**src/common/mfr_map.svh**
```systemverilog
// offsets, field positions, reset values and timing counts of the block
`ifndef MFR_MAP_SVH
`define MFR_MAP_SVH
// ****************************************
// register byte offsets
// ****************************************
`define MFR_A_OPCTL 8'h00
`define MFR_A_CMD 8'h04
`define MFR_A_ADC 8'h08
`define MFR_A_FDTHR 8'h0C
`define MFR_A_IOCFG 8'h10
`define MFR_A_REGV 8'h14
`define MFR_A_REGD 8'h18
`define MFR_A_AUX 8'h1C
// ****************************************
// field positions
// ****************************************
`define MFR_B_EN 0
`define MFR_B_FDSEL 1
`define MFR_B_AMP 0
`define MFR_B_PHS 1
`define MFR_B_ADJ 2
`define MFR_B_SUP 0
`define MFR_B_REGS 4
`define MFR_F_PACT 0
`define MFR_F_PDEA 4
`define MFR_F_CACT 8
`define MFR_F_CDEA 12
// ****************************************
// reset values
// ****************************************
`define MFR_RST_FDTHR 16'h0000
`define MFR_RST_VCODE 4'h0
// ****************************************
// timing and voltage figures
// ****************************************
`define MFR_CLK_MHZ 250
`define MFR_CONV_NS 16500
`define MFR_CONV_CYC ((`MFR_CONV_NS * `MFR_CLK_MHZ) / 1000)
`define MFR_ADC_LSB_NV 7812500
`define MFR_V5_BASE_MV 13'h0E10
`define MFR_V5_STEP_MV 13'h0078
`define MFR_V3_BASE_MV 13'h0960
`define MFR_V3_STEP_MV 13'h0064
`define MFR_AD_FIXED_MV 13'h0D48
`endif

```
**src/common/mfr_pkg.sv**
```systemverilog
// types shared by the measurement and supply control modules
package mfr_pkg;
  // converter input routing
  typedef enum logic [1:0] {
    SRC_IDLE = 2'h0,
    SRC_PHASE = 2'h1,
    SRC_AMP = 2'h2,
    SRC_SUP = 2'h3
  } mfr_src_t;
  // converter sequencer states
  typedef enum logic [1:0] {SAR_IDLE = 2'h1, SAR_RUN = 2'h2} mfr_sar_st_t;
  // command control states
  typedef enum logic [2:0] {CT_IDLE = 3'h1, CT_START = 3'h2, CT_WAIT = 3'h4} mfr_ct_st_t;
endpackage

```
**src/common/mfr_cnv_if.sv**
```systemverilog
// request and answer bundle between command control and converter sequencer
`timescale 1ns/1ps
interface mfr_cnv_if;
  logic start;        // one-cycle start request
  logic busy;         // conversion running
  logic done;         // one-cycle end of conversion
  logic [7:0] result; // last converted code
  modport ctl (output start, input busy, input done, input result);
  modport sar (input start, output busy, output done, output result);
endinterface

```
**src/rtl/mfr_sar.sv**
```systemverilog
// successive-approximation sequencer: eight trial steps, one result write
`timescale 1ns/1ps
`include "mfr_map.svh"
module mfr_sar #(
  parameter int CONV_CYC = `MFR_CONV_CYC
) (
  input wire logic clk,
  input wire logic rst,
  input wire logic cmp_in,
  output logic [7:0] dac,
  mfr_cnv_if.sar cv
);
  // cycles per trial bit, never below one
  localparam int STEP = (CONV_CYC / 8 < 1) ? 1 : CONV_CYC / 8;
  logic s1, s2, s3, cmp; // comparator synchroniser and settled value
  mfr_pkg::mfr_sar_st_t st;
  logic [2:0] idx;       // bit under trial
  logic [15:0] cnt;      // settle time of one trial
  logic [7:0] kept;      // trial code after the decision
  logic [15:0] hc;       // helper: cycles spent converting
  // ****************************************
  // comparator input
  // ****************************************
  // the pin is async: three flops, accept once the last two agree
  always_ff @(posedge clk or posedge rst) begin
    if (rst) begin
      s1 <= 1'b0;
      s2 <= 1'b0;
      s3 <= 1'b0;
      cmp <= 1'b0;
    end else begin
      s1 <= cmp_in;
      s2 <= s1;
      s3 <= s2;
      if (s2 == s3) begin
        cmp <= s3;
      end
    end
  end
  // high comparator keeps the trial bit
  always_comb begin
    kept = cmp ? dac : (dac & ~(8'h01 << idx));
  end
  // ****************************************
  // trial sequence
  // ****************************************
  always_ff @(posedge clk or posedge rst) begin
    if (rst) begin
      st <= mfr_pkg::SAR_IDLE;
      idx <= 3'h7;
      cnt <= 16'h0000;
      dac <= 8'h00;
      cv.busy <= 1'b0;
      cv.done <= 1'b0;
      cv.result <= 8'h00;
    end else begin
      cv.done <= 1'b0;
      case (st)
        mfr_pkg::SAR_IDLE: begin
          if (cv.start) begin
            st <= mfr_pkg::SAR_RUN;
            idx <= 3'h7;
            cnt <= 16'h0000;
            dac <= 8'h80; // msb trial first
            cv.busy <= 1'b1;
          end
        end
        mfr_pkg::SAR_RUN: begin
          if (cnt == 16'(STEP - 1)) begin
            cnt <= 16'h0000;
            if (idx == 3'h0) begin
              dac <= kept;
              cv.result <= kept; // one write, no partial code
              cv.done <= 1'b1;
              cv.busy <= 1'b0;
              st <= mfr_pkg::SAR_IDLE;
            end else begin
              dac <= kept | (8'h01 << (idx - 3'h1));
              idx <= idx - 3'h1;
            end
          end else begin
            cnt <= cnt + 16'h0001;
          end
        end
        default: st <= mfr_pkg::SAR_IDLE;
      endcase
    end
  end
  // helper count for the timing check
  always_ff @(posedge clk or posedge rst) begin
    if (rst) begin
      hc <= 16'h0000;
    end else begin
      hc <= (st == mfr_pkg::SAR_IDLE) ? 16'h0000 : hc + 16'h0001;
    end
  end
endmodule

```
**src/rtl/mfr_fdet.sv**
```systemverilog
// external field detector: threshold choice with hysteresis and events
`timescale 1ns/1ps
`include "mfr_map.svh"
module mfr_fdet (
  input wire logic clk,
  input wire logic rst,
  input wire logic cmp_in,
  input wire logic [1:0] sel,
  input wire logic [15:0] thr,
  output logic [3:0] thr_code,
  output logic fd_on,
  output logic evt
);
  logic s1, s2, s3, cmp; // synchroniser and settled comparator
  logic next_on;
  // sel: 00 off, 01 collision avoidance, 1x peer detection
  always_ff @(posedge clk or posedge rst) begin
    if (rst) begin
      s1 <= 1'b0;
      s2 <= 1'b0;
      s3 <= 1'b0;
      cmp <= 1'b0;
    end else begin
      s1 <= cmp_in;
      s2 <= s1;
      s3 <= s2;
      if (s2 == s3) begin
        cmp <= s3;
      end
    end
  end
  assign next_on = (sel != 2'b00) && cmp;
  // off: compare to activation; on: to deactivation
  always_ff @(posedge clk or posedge rst) begin
    if (rst) begin
      fd_on <= 1'b0;
      evt <= 1'b0;
      thr_code <= 4'h0;
    end else begin
      fd_on <= next_on;
      evt <= sel[1] && (next_on != fd_on); // both edges
      if (sel[1]) begin
        thr_code <= fd_on ? thr[`MFR_F_PDEA +: 4] : thr[`MFR_F_PACT +: 4];
      end else begin
        thr_code <= fd_on ? thr[`MFR_F_CDEA +: 4] : thr[`MFR_F_CACT +: 4];
      end
    end
  end
endmodule

```
**src/rtl/mfr_ctrl.sv**
```systemverilog
// top: apb registers, converter command control, field detector, regulators
//
// The placing of the registers and the APB slave port were chosen for this implementation.
`timescale 1ns/1ps
`include "mfr_map.svh"
module mfr_ctrl #(
  parameter int CONV_CYC = `MFR_CONV_CYC // shorten for simulation
) (
  input wire logic clk,
  input wire logic rst,
  input wire logic psel,
  input wire logic penable,
  input wire logic pwrite,
  input wire logic [7:0] paddr,
  input wire logic [31:0] pwdata,
  output logic [31:0] prdata,
  output logic pready,
  output logic pslverr,
  input wire logic adc_cmp,
  input wire logic field_cmp,
  output logic [7:0] adc_dac,
  output logic adc_ref_rel,
  output mfr_pkg::mfr_src_t adc_src,
  output logic [3:0] fd_thr_code,
  output logic fd_on,
  output logic fd_irq,
  output logic reg_on,
  output logic power_down,
  output logic [3:0] tx_rail_code,
  output logic [12:0] tx_rail_mv,
  output logic [12:0] ad_rail_mv
);
  // ****************************************
  // declarations
  // ****************************************
  mfr_cnv_if cv_bus (); // converter request bundle
  // software controlled state
  logic en_bit;                           // global enable
  logic [1:0] field_sense_enable_sel;     // detector selection
  logic [15:0] fd_thr;                    // four threshold levels
  logic low_supply_mode;                  // 3.3 V supply mode
  logic reg_manual;                       // manual regulator code select
  logic [3:0] reg_vcode;                  // manual voltage code
  logic [3:0] adj_code;                   // adjust command result
  // command control
  mfr_pkg::mfr_ct_st_t st;                // command state
  mfr_pkg::mfr_src_t next_src;            // source of a new command
  logic cmd_wr;                           // write to the command word
  logic any_cmd;                          // a command bit is set
  logic accept;                           // command taken
  // bus side
  logic wr_go;                            // write completes this edge
  logic rd_hit;                           // address is mapped
  logic [31:0] rd_word;                   // read mux output
  // regulator side
  logic [3:0] next_code;                  // regulated code to apply
  logic [12:0] next_mv;                   // decoded transmitter rail

  // ****************************************
  // apb slave
  // ****************************************
  // one wait state: pready rises in the second access cycle, which
  // lets read data come from a flop and keeps decode off the output
  assign wr_go = psel && penable && pready && pwrite;

  // read mux; unaligned or unknown addresses are unmapped
  always_comb begin
    rd_hit = 1'b1;
    rd_word = 32'h0000_0000;
    case (paddr)
      `MFR_A_OPCTL: begin
        rd_word[`MFR_B_EN] = en_bit;
        rd_word[`MFR_B_FDSEL +: 2] = field_sense_enable_sel;
      end
      `MFR_A_CMD: begin
        rd_word = 32'h0000_0000; // command bits are strobes
      end
      `MFR_A_ADC: begin
        rd_word[7:0] = cv_bus.result; // last result
      end
      `MFR_A_FDTHR: begin
        rd_word[15:0] = fd_thr;
      end
      `MFR_A_IOCFG: begin
        rd_word[`MFR_B_SUP] = low_supply_mode;
      end
      `MFR_A_REGV: begin
        rd_word[`MFR_B_REGS] = reg_manual;
        rd_word[3:0] = reg_vcode;
      end
      `MFR_A_REGD: begin
        rd_word[3:0] = tx_rail_code;
      end
      `MFR_A_AUX: begin
        rd_word[0] = fd_on;
        rd_word[1] = cv_bus.busy;
        rd_word[2] = reg_on;
      end
      default: begin
        rd_hit = 1'b0;
      end
    endcase
  end

  // handshake and read data capture
  always_ff @(posedge clk or posedge rst) begin
    if (rst) begin
      pready <= 1'b0;
      pslverr <= 1'b0;
      prdata <= 32'h0000_0000;
    end else begin
      pready <= psel && penable && !pready;
      if (psel && penable && !pready) begin
        pslverr <= !rd_hit;
        // data sampled one edge before the answer edge
        prdata <= pwrite ? 32'h0000_0000 : rd_word;
      end else begin
        pslverr <= 1'b0;
      end
    end
  end

  // ****************************************
  // configuration registers
  // ****************************************
  // operation control
  always_ff @(posedge clk or posedge rst) begin
    if (rst) begin
      en_bit <= 1'b0;
      field_sense_enable_sel <= 2'b00;
    end else if (wr_go && paddr == `MFR_A_OPCTL) begin
      en_bit <= pwdata[`MFR_B_EN];
      field_sense_enable_sel <= pwdata[`MFR_B_FDSEL +: 2];
    end
  end

  // threshold levels; host keeps activation >= deactivation
  always_ff @(posedge clk or posedge rst) begin
    if (rst) begin
      fd_thr <= `MFR_RST_FDTHR;
    end else if (wr_go && paddr == `MFR_A_FDTHR) begin
      fd_thr <= pwdata[15:0]; // no check on order
    end
  end

  // supply mode, 5 V after reset
  always_ff @(posedge clk or posedge rst) begin
    if (rst) begin
      low_supply_mode <= 1'b0;
    end else if (wr_go && paddr == `MFR_A_IOCFG) begin
      low_supply_mode <= pwdata[`MFR_B_SUP];
    end
  end

  // regulator voltage control
  always_ff @(posedge clk or posedge rst) begin
    if (rst) begin
      reg_manual <= 1'b0; // automatic after reset
      reg_vcode <= `MFR_RST_VCODE;
    end else if (wr_go && paddr == `MFR_A_REGV) begin
      reg_manual <= pwdata[`MFR_B_REGS];
      reg_vcode <= pwdata[3:0];
    end
  end

  // ****************************************
  // command control
  // ****************************************
  // phase wins over amplitude, amplitude over adjust when several
  // bits are written at once; commands are dropped while powered down
  // or while a conversion is pending, the host polls the busy bit
  assign cmd_wr = wr_go && (paddr == `MFR_A_CMD);
  assign any_cmd = pwdata[`MFR_B_PHS] || pwdata[`MFR_B_AMP] || pwdata[`MFR_B_ADJ];
  assign accept = cmd_wr && any_cmd && en_bit && (st == mfr_pkg::CT_IDLE);

  always_comb begin
    if (pwdata[`MFR_B_PHS]) begin
      next_src = mfr_pkg::SRC_PHASE;
    end else if (pwdata[`MFR_B_AMP]) begin
      next_src = mfr_pkg::SRC_AMP;
    end else begin
      next_src = mfr_pkg::SRC_SUP;
    end
  end

  // command state: start pulse, then wait for the converter
  always_ff @(posedge clk or posedge rst) begin
    if (rst) begin
      st <= mfr_pkg::CT_IDLE;
    end else begin
      case (st)
        mfr_pkg::CT_IDLE: begin
          if (accept) begin
            st <= mfr_pkg::CT_START;
          end
        end
        mfr_pkg::CT_START: begin
          st <= mfr_pkg::CT_WAIT;
        end
        mfr_pkg::CT_WAIT: begin
          if (cv_bus.done) begin
            st <= mfr_pkg::CT_IDLE;
          end
        end
        default: st <= mfr_pkg::CT_IDLE;
      endcase
    end
  end

  // start strobe, high during the start state only
  always_ff @(posedge clk or posedge rst) begin
    if (rst) begin
      cv_bus.start <= 1'b0;
    end else begin
      cv_bus.start <= accept;
    end
  end

  // input routing and reference held for the whole command
  always_ff @(posedge clk or posedge rst) begin
    if (rst) begin
      adc_src <= mfr_pkg::SRC_IDLE;
      adc_ref_rel <= 1'b0;
    end else if (accept) begin
      adc_src <= next_src;
      // relative only for phase, absolute 0..2 V otherwise
      adc_ref_rel <= (next_src == mfr_pkg::SRC_PHASE);
    end else if (cv_bus.done) begin
      adc_src <= mfr_pkg::SRC_IDLE;
      adc_ref_rel <= 1'b0;
    end
  end

  // adjust command keeps the upper nibble of the supply reading;
  // phase codes are stored as converted, so they fall with phase
  // difference and clip outside the measurable span
  always_ff @(posedge clk or posedge rst) begin
    if (rst) begin
      adj_code <= 4'h0;
    end else if (cv_bus.done && adc_src == mfr_pkg::SRC_SUP) begin
      adj_code <= cv_bus.result[7:4];
    end
  end

  // ****************************************
  // converter and field detector
  // ****************************************
  mfr_sar #(
    .CONV_CYC(CONV_CYC)
  ) u_sar (
    .clk(clk),
    .rst(rst),
    .cmp_in(adc_cmp),
    .dac(adc_dac),
    .cv(cv_bus)
  );

  mfr_fdet u_fdet (
    .clk(clk),
    .rst(rst),
    .cmp_in(field_cmp),
    .sel(field_sense_enable_sel),
    .thr(fd_thr),
    .thr_code(fd_thr_code),
    .fd_on(fd_on),
    .evt(fd_irq)
  );

  // ****************************************
  // regulators
  // ****************************************
  // code and voltage read zero while powered down
  always_comb begin
    if (!en_bit) begin
      next_code = 4'h0;
    end else if (reg_manual) begin
      next_code = reg_vcode;
    end else begin
      next_code = adj_code;
    end
    if (!en_bit) begin
      next_mv = 13'h0000;
    end else if (low_supply_mode) begin
      next_mv = `MFR_V3_BASE_MV + 13'(next_code) * `MFR_V3_STEP_MV;
    end else begin
      next_mv = `MFR_V5_BASE_MV + 13'(next_code) * `MFR_V5_STEP_MV;
    end
  end

  // regulator state and displayed voltage
  always_ff @(posedge clk or posedge rst) begin
    if (rst) begin
      reg_on <= 1'b0;
      power_down <= 1'b1;
      tx_rail_code <= 4'h0;
      tx_rail_mv <= 13'h0000;
      ad_rail_mv <= 13'h0000;
    end else begin
      reg_on <= en_bit;
      power_down <= !en_bit;
      tx_rail_code <= next_code;
      tx_rail_mv <= next_mv;
      // one shared voltage in 3.3 V mode, fixed otherwise
      if (!en_bit) begin
        ad_rail_mv <= 13'h0000;
      end else begin
        ad_rail_mv <= low_supply_mode ? next_mv : `MFR_AD_FIXED_MV;
      end
    end
  end
endmodule

```
**config.mk**
```make
export PLATFORM = sky130hd
export DESIGN_NAME = mfr_ctrl
export DESIGN_NICKNAME = d
export VERILOG_FILES = /design/src/common/mfr_pkg.sv /design/src/common/mfr_cnv_if.sv /design/src/rtl/mfr_sar.sv /design/src/rtl/mfr_fdet.sv /design/src/rtl/mfr_ctrl.sv
export VERILOG_INCLUDE_DIRS = /design/src /design/src/common
export SDC_FILE = /design/constraint.sdc
export NUM_CORES = 1
export LEC_CHECK = 0
export BUFFER_PORTS_ARGS = -buffer_cell sky130_fd_sc_hd__buf_2
export CAP_MARGIN = 20
export CORE_MARGIN = 8
export CORE_UTILIZATION = 60
export DETAILED_ROUTE_END_ITERATION = 7
export PLACE_DENSITY_LB_ADDON = 0.2
export SETUP_SLACK_MARGIN = 0.2
export SLEW_MARGIN = 15
export SYNTH_ARGS = -nofsm -noshare
export SYNTH_HDL_FRONTEND = slang
export SYNTH_SLANG_ARGS = --single-unit
```
**constraint.sdc**
```tcl
create_clock -name clk -period 7.57 [get_ports clk]
set_input_delay 0.3785 -clock clk [delete_from_list [all_inputs] [get_ports clk]]
set_output_delay 0.3785 -clock clk [all_outputs]
set_load 0.02 [all_outputs]
```
==> metrics.md <==
| Metric | Value |
|---|---|
| Setup violators final | 0 |
| # nets final | approximately 800 |
| CP Launch Point | en_bit |
| Skew-Pair Late Insertion Delay | roughly 0.53 ns |
| Largest net degree at the start of global routing | 76 |
| DIE WIDTH | around 120 µm |
| Critical path class | flop to flop |
| Initial Util | between 60% and 70% |
| CTS Hold Bufs | 3 |
| Startpoint Class | flop |
| Skew final | between 0.006 and 0.007 ns |
| Final setup TNS | 0 ns |
| DR DRC count | 0 |
| Hold_sp | pwdata[10] |
| Cts repair resizes | 0 |
| Slew @ Worst Pin | 0.9140 ns |
| Largest stage delay on the critical path | 0.63 ns |
| Total CTS buffers | 17 |
| CP dominant cell by count | fa_1 |
| Status | completed |
| Syn-to-layout area delta | 17.31% |
| Initial antenna violation count | 0 |
| Input/output buffers | between 90 and 100 |
| Yosys reg bits | between 100 and 150 |
| Clk sinks | ~140 |
| Worst hold margin | roughly 0.075 ns |
| First DRT Iteration DRCs | 415 |
| Fill count | between 700 and 800 |
| PwrDens | ~210 mW/mm² |
| Die ar. | roughly 0.015 mm² |
| Final Hold Vio Count | 0 |
| Clock transition at the registers of the reported paths | ~0.060 ns |
| Dominant synthesized flop cell | dfrtp_1 |
| Most frequent cells in the layout | dfrtp_1 (129), buf_2 (93), nand2_1 (71) |
| Maximum fanout along the worst path | 13 |
| Cell variety after synth | between 50 and 60 |
| Yosys warns | 0 |
| Critical path required time | approximately 8.0 ns |
| Postcts setup bufs | 0 |
| Maximum clock insertion buffer count | 2 |
| Multi-input gate area | a little under 0.003 mm² |
| Final WS setup | 2.891 ns |
| Ys async rst share | 100.0% |
| Dpl ws | between 2 and 3 ns |
| Sequential-to-total area share from yosys stat | between 50 and 60% |
| Post-synth EDFFs | 0 |
| Final Critical Period | 4.679 ns |
| Mapped cell area | 0.006663 mm² |
| ANT nets after route | 0 |
| Crit. End Element | flop |
| Commonest non-fill, non-tap cell in the layout | dfrtp_1 |
| Vias in the first global route | around 5000 |
| MaxCap Viol Count | 0 |
| Sequential Area | 0.003386 mm² |
| VDD IR max | roughly 160 µV |
| Max_slew headroom | between 30% and 40% |
| Max Fclk | ~210 MHz |
| Tcrit/Tclk final | between 60% and 70% |
| Hold Path Class | input pin to flop |
| Boundary Pins | between 100 and 150 |
| GRT Total Usage | 21.35% |
| Wire length per cell | 17.11 µm |
| Critical path, cell by cell | inv_1 -> nor2_1 -> fa_1 -> inv_1 -> fa_1 -> fa_1 -> xnor2_1 -> or3b_1 -> nor3b_1 -> nor2_1 -> xnor2_1 -> o2111a_1 |
| Placed cell area | about 0.0071 mm² |
| Max-slew violations | 0 |
| TritonCTS clock tree | done |
| Reg2reg start | en_bit |
| First-pass GRT wire length | around 25000 µm |
| Finished Cell Area | slightly below 0.008 mm² |
| DR vias | 4977 |
| Root buf cell | clkbuf_8 |
| Pleak | around 4 nW |
| Total power | between 1.5 and 2 mW |
| Routed wire length | about 15000 µm |
| Unrepaired setup endpoints after global routing | false |
| Drt first pass iters | 6 |
| Gr ovfl total | 0 |
| Mapped Avg Cell Area | ~11 µm² |
| Cells after Synth | 624 |
| H-tree levels | 4 |
| Arrival time worst endpoint | approximately 5 ns |
| Critical path's slowest cell | nor2_1 |
| Share of cells above drive strength 1 | between 20% and 30% |
| RePlAce Congestion | 0.8934 |
| Via density | approximately 5.7 |
| Die height | roughly 120 µm |
| Site row count | 38 |
| Post-detail-place hpwl | 10720 µm |
| Core ar. | 0.01084 mm² |
-- cells in the mapped netlist (all sizes together) (2+ instances only) --
cell type | n | area share, %
o21a | 7 | 0.79
or3 | 7 | 0.73
xor2 | 8 | 1.1
dfstp | 6 | 2.4
clkbuf | 16 | 0.90
a31oi | 8 | 0.75
nor3 | 7 | 0.53
a21oi | 27 | 2.0
o22ai | 2 | 0.19
nor4 | 4 | 0.66
a211oi | 2 | 0.23
inv | 29 | 1.6
mux2 | 28 | 4.7
dfrtp | 129 | 48
a21o | 5 | 0.56
nor3b | 3 | 0.34
o21ai | 48 | 3.6
nand2 | 71 | 4.0
and2 | 6 | 0.56
mux4 | 6 | 2.0
o21bai | 3 | 0.34
nand4b | 2 | 0.26
nand4 | 8 | 0.75
a22o | 9 | 1.2
and4 | 2 | 0.26
mux2i | 13 | 2.0
fa | 6 | 1.8
buf | 27 | 2.9
or3b | 2 | 0.26
ha | 27 | 5.1
nor2 | 44 | 2.5
o31ai | 6 | 0.75
nand2b | 4 | 0.38
and3 | 8 | 0.75
xnor2 | 8 | 1.1
nand3 | 17 | 1.3
maj3 | 2 | 0.30
nor2b | 6 | 0.68
-- logic make-up (layout without fill, tap and decap cells) --
family,count (synthesis),count (layout),share of synthesized area (%)
compound gates,124,124,11.40
xor+xnor,16,16,2.103
fa+ha+maj,35,35,7.174
buf+inv,72,159,5.465
flops,135,135,50.82
mux,47,47,8.714
other cells,1,21,0.05628
simple gates,194,194,14.27
-- layout make-up --
type | count | share of cell area [%]
tap | 140 | 2.241
sequential | 135 | 43.32
clock buffer | 24 | 6.403
multi-input combinational | 436 | 38.18
timing repair buffer | 99 | 6.627
antenna | 1 | 0.03202
inverter | 29 | 1.425
clock inverter | 7 | 1.777
-- critical path, delay by kind of cell (launching register included) --
| family | cells | cell delay (ns) |
|---|---|---|
| simple gates | 4 | 1.55 |
| fa+ha+maj | 3 | 1.42 |
| flops | 1 | 0.55 |
| buf+inv | 2 | 0.40 |
| xor+xnor | 2 | 0.40 |
| compound gates | 1 | 0.23 |
-- per-stage QoR --
stage                     util (%)  std cells
after floorplan                  -        643
after global placement       65.90        836
after detailed placement     65.90        836
after CTS                    72.08        870
after global routing         72.08        870
final                        72.10        871
-- final timing paths --
path / endpoint / slack, ns / depth (start not counted)
hold / removal: fd_thr[10] / 0.08 / 2
setup reg to reg: tx_rail_mv[10] / 2.89 / 12
max in group asynchronous: u_sar.cnt[4] / 5.67 / 4
setup / recovery: tx_rail_mv[10] / 2.89 / 12
hold reg to reg: u_fdet.s2 / 0.35 / 0
min in group asynchronous: prdata[2] / 0.52 / 3
-- power breakdown --
group	internal, mW	total (mW)	switching, mW
Combinational	0.0126	0.0514	0.0389
Sequential	0.726	0.729	0.00299
Clock	0.586	0.875	0.289
-- metal layers --
metal  global-route usage, %  wire length [µm]
met1                   27.78              6494
met2                   33.36              6921
met5                       0                 0
met4                   7.479               238
met3                   6.282              1247
-- flip-flops by register name, indices dropped and copies added (netlist names), 3 cells and up --
name and count:
ad_rail_mv 11, adj_code 4, fd_thr 16, prdata 16
reg_vcode 4, st 3, tx_rail_code 4, tx_rail_mv 11
u_fdet.thr_code 4, u_sar.cnt 16, u_sar.cv.result 8, u_sar.dac 8
u_sar.idx 3
Power figures use the tool's default switching activity.
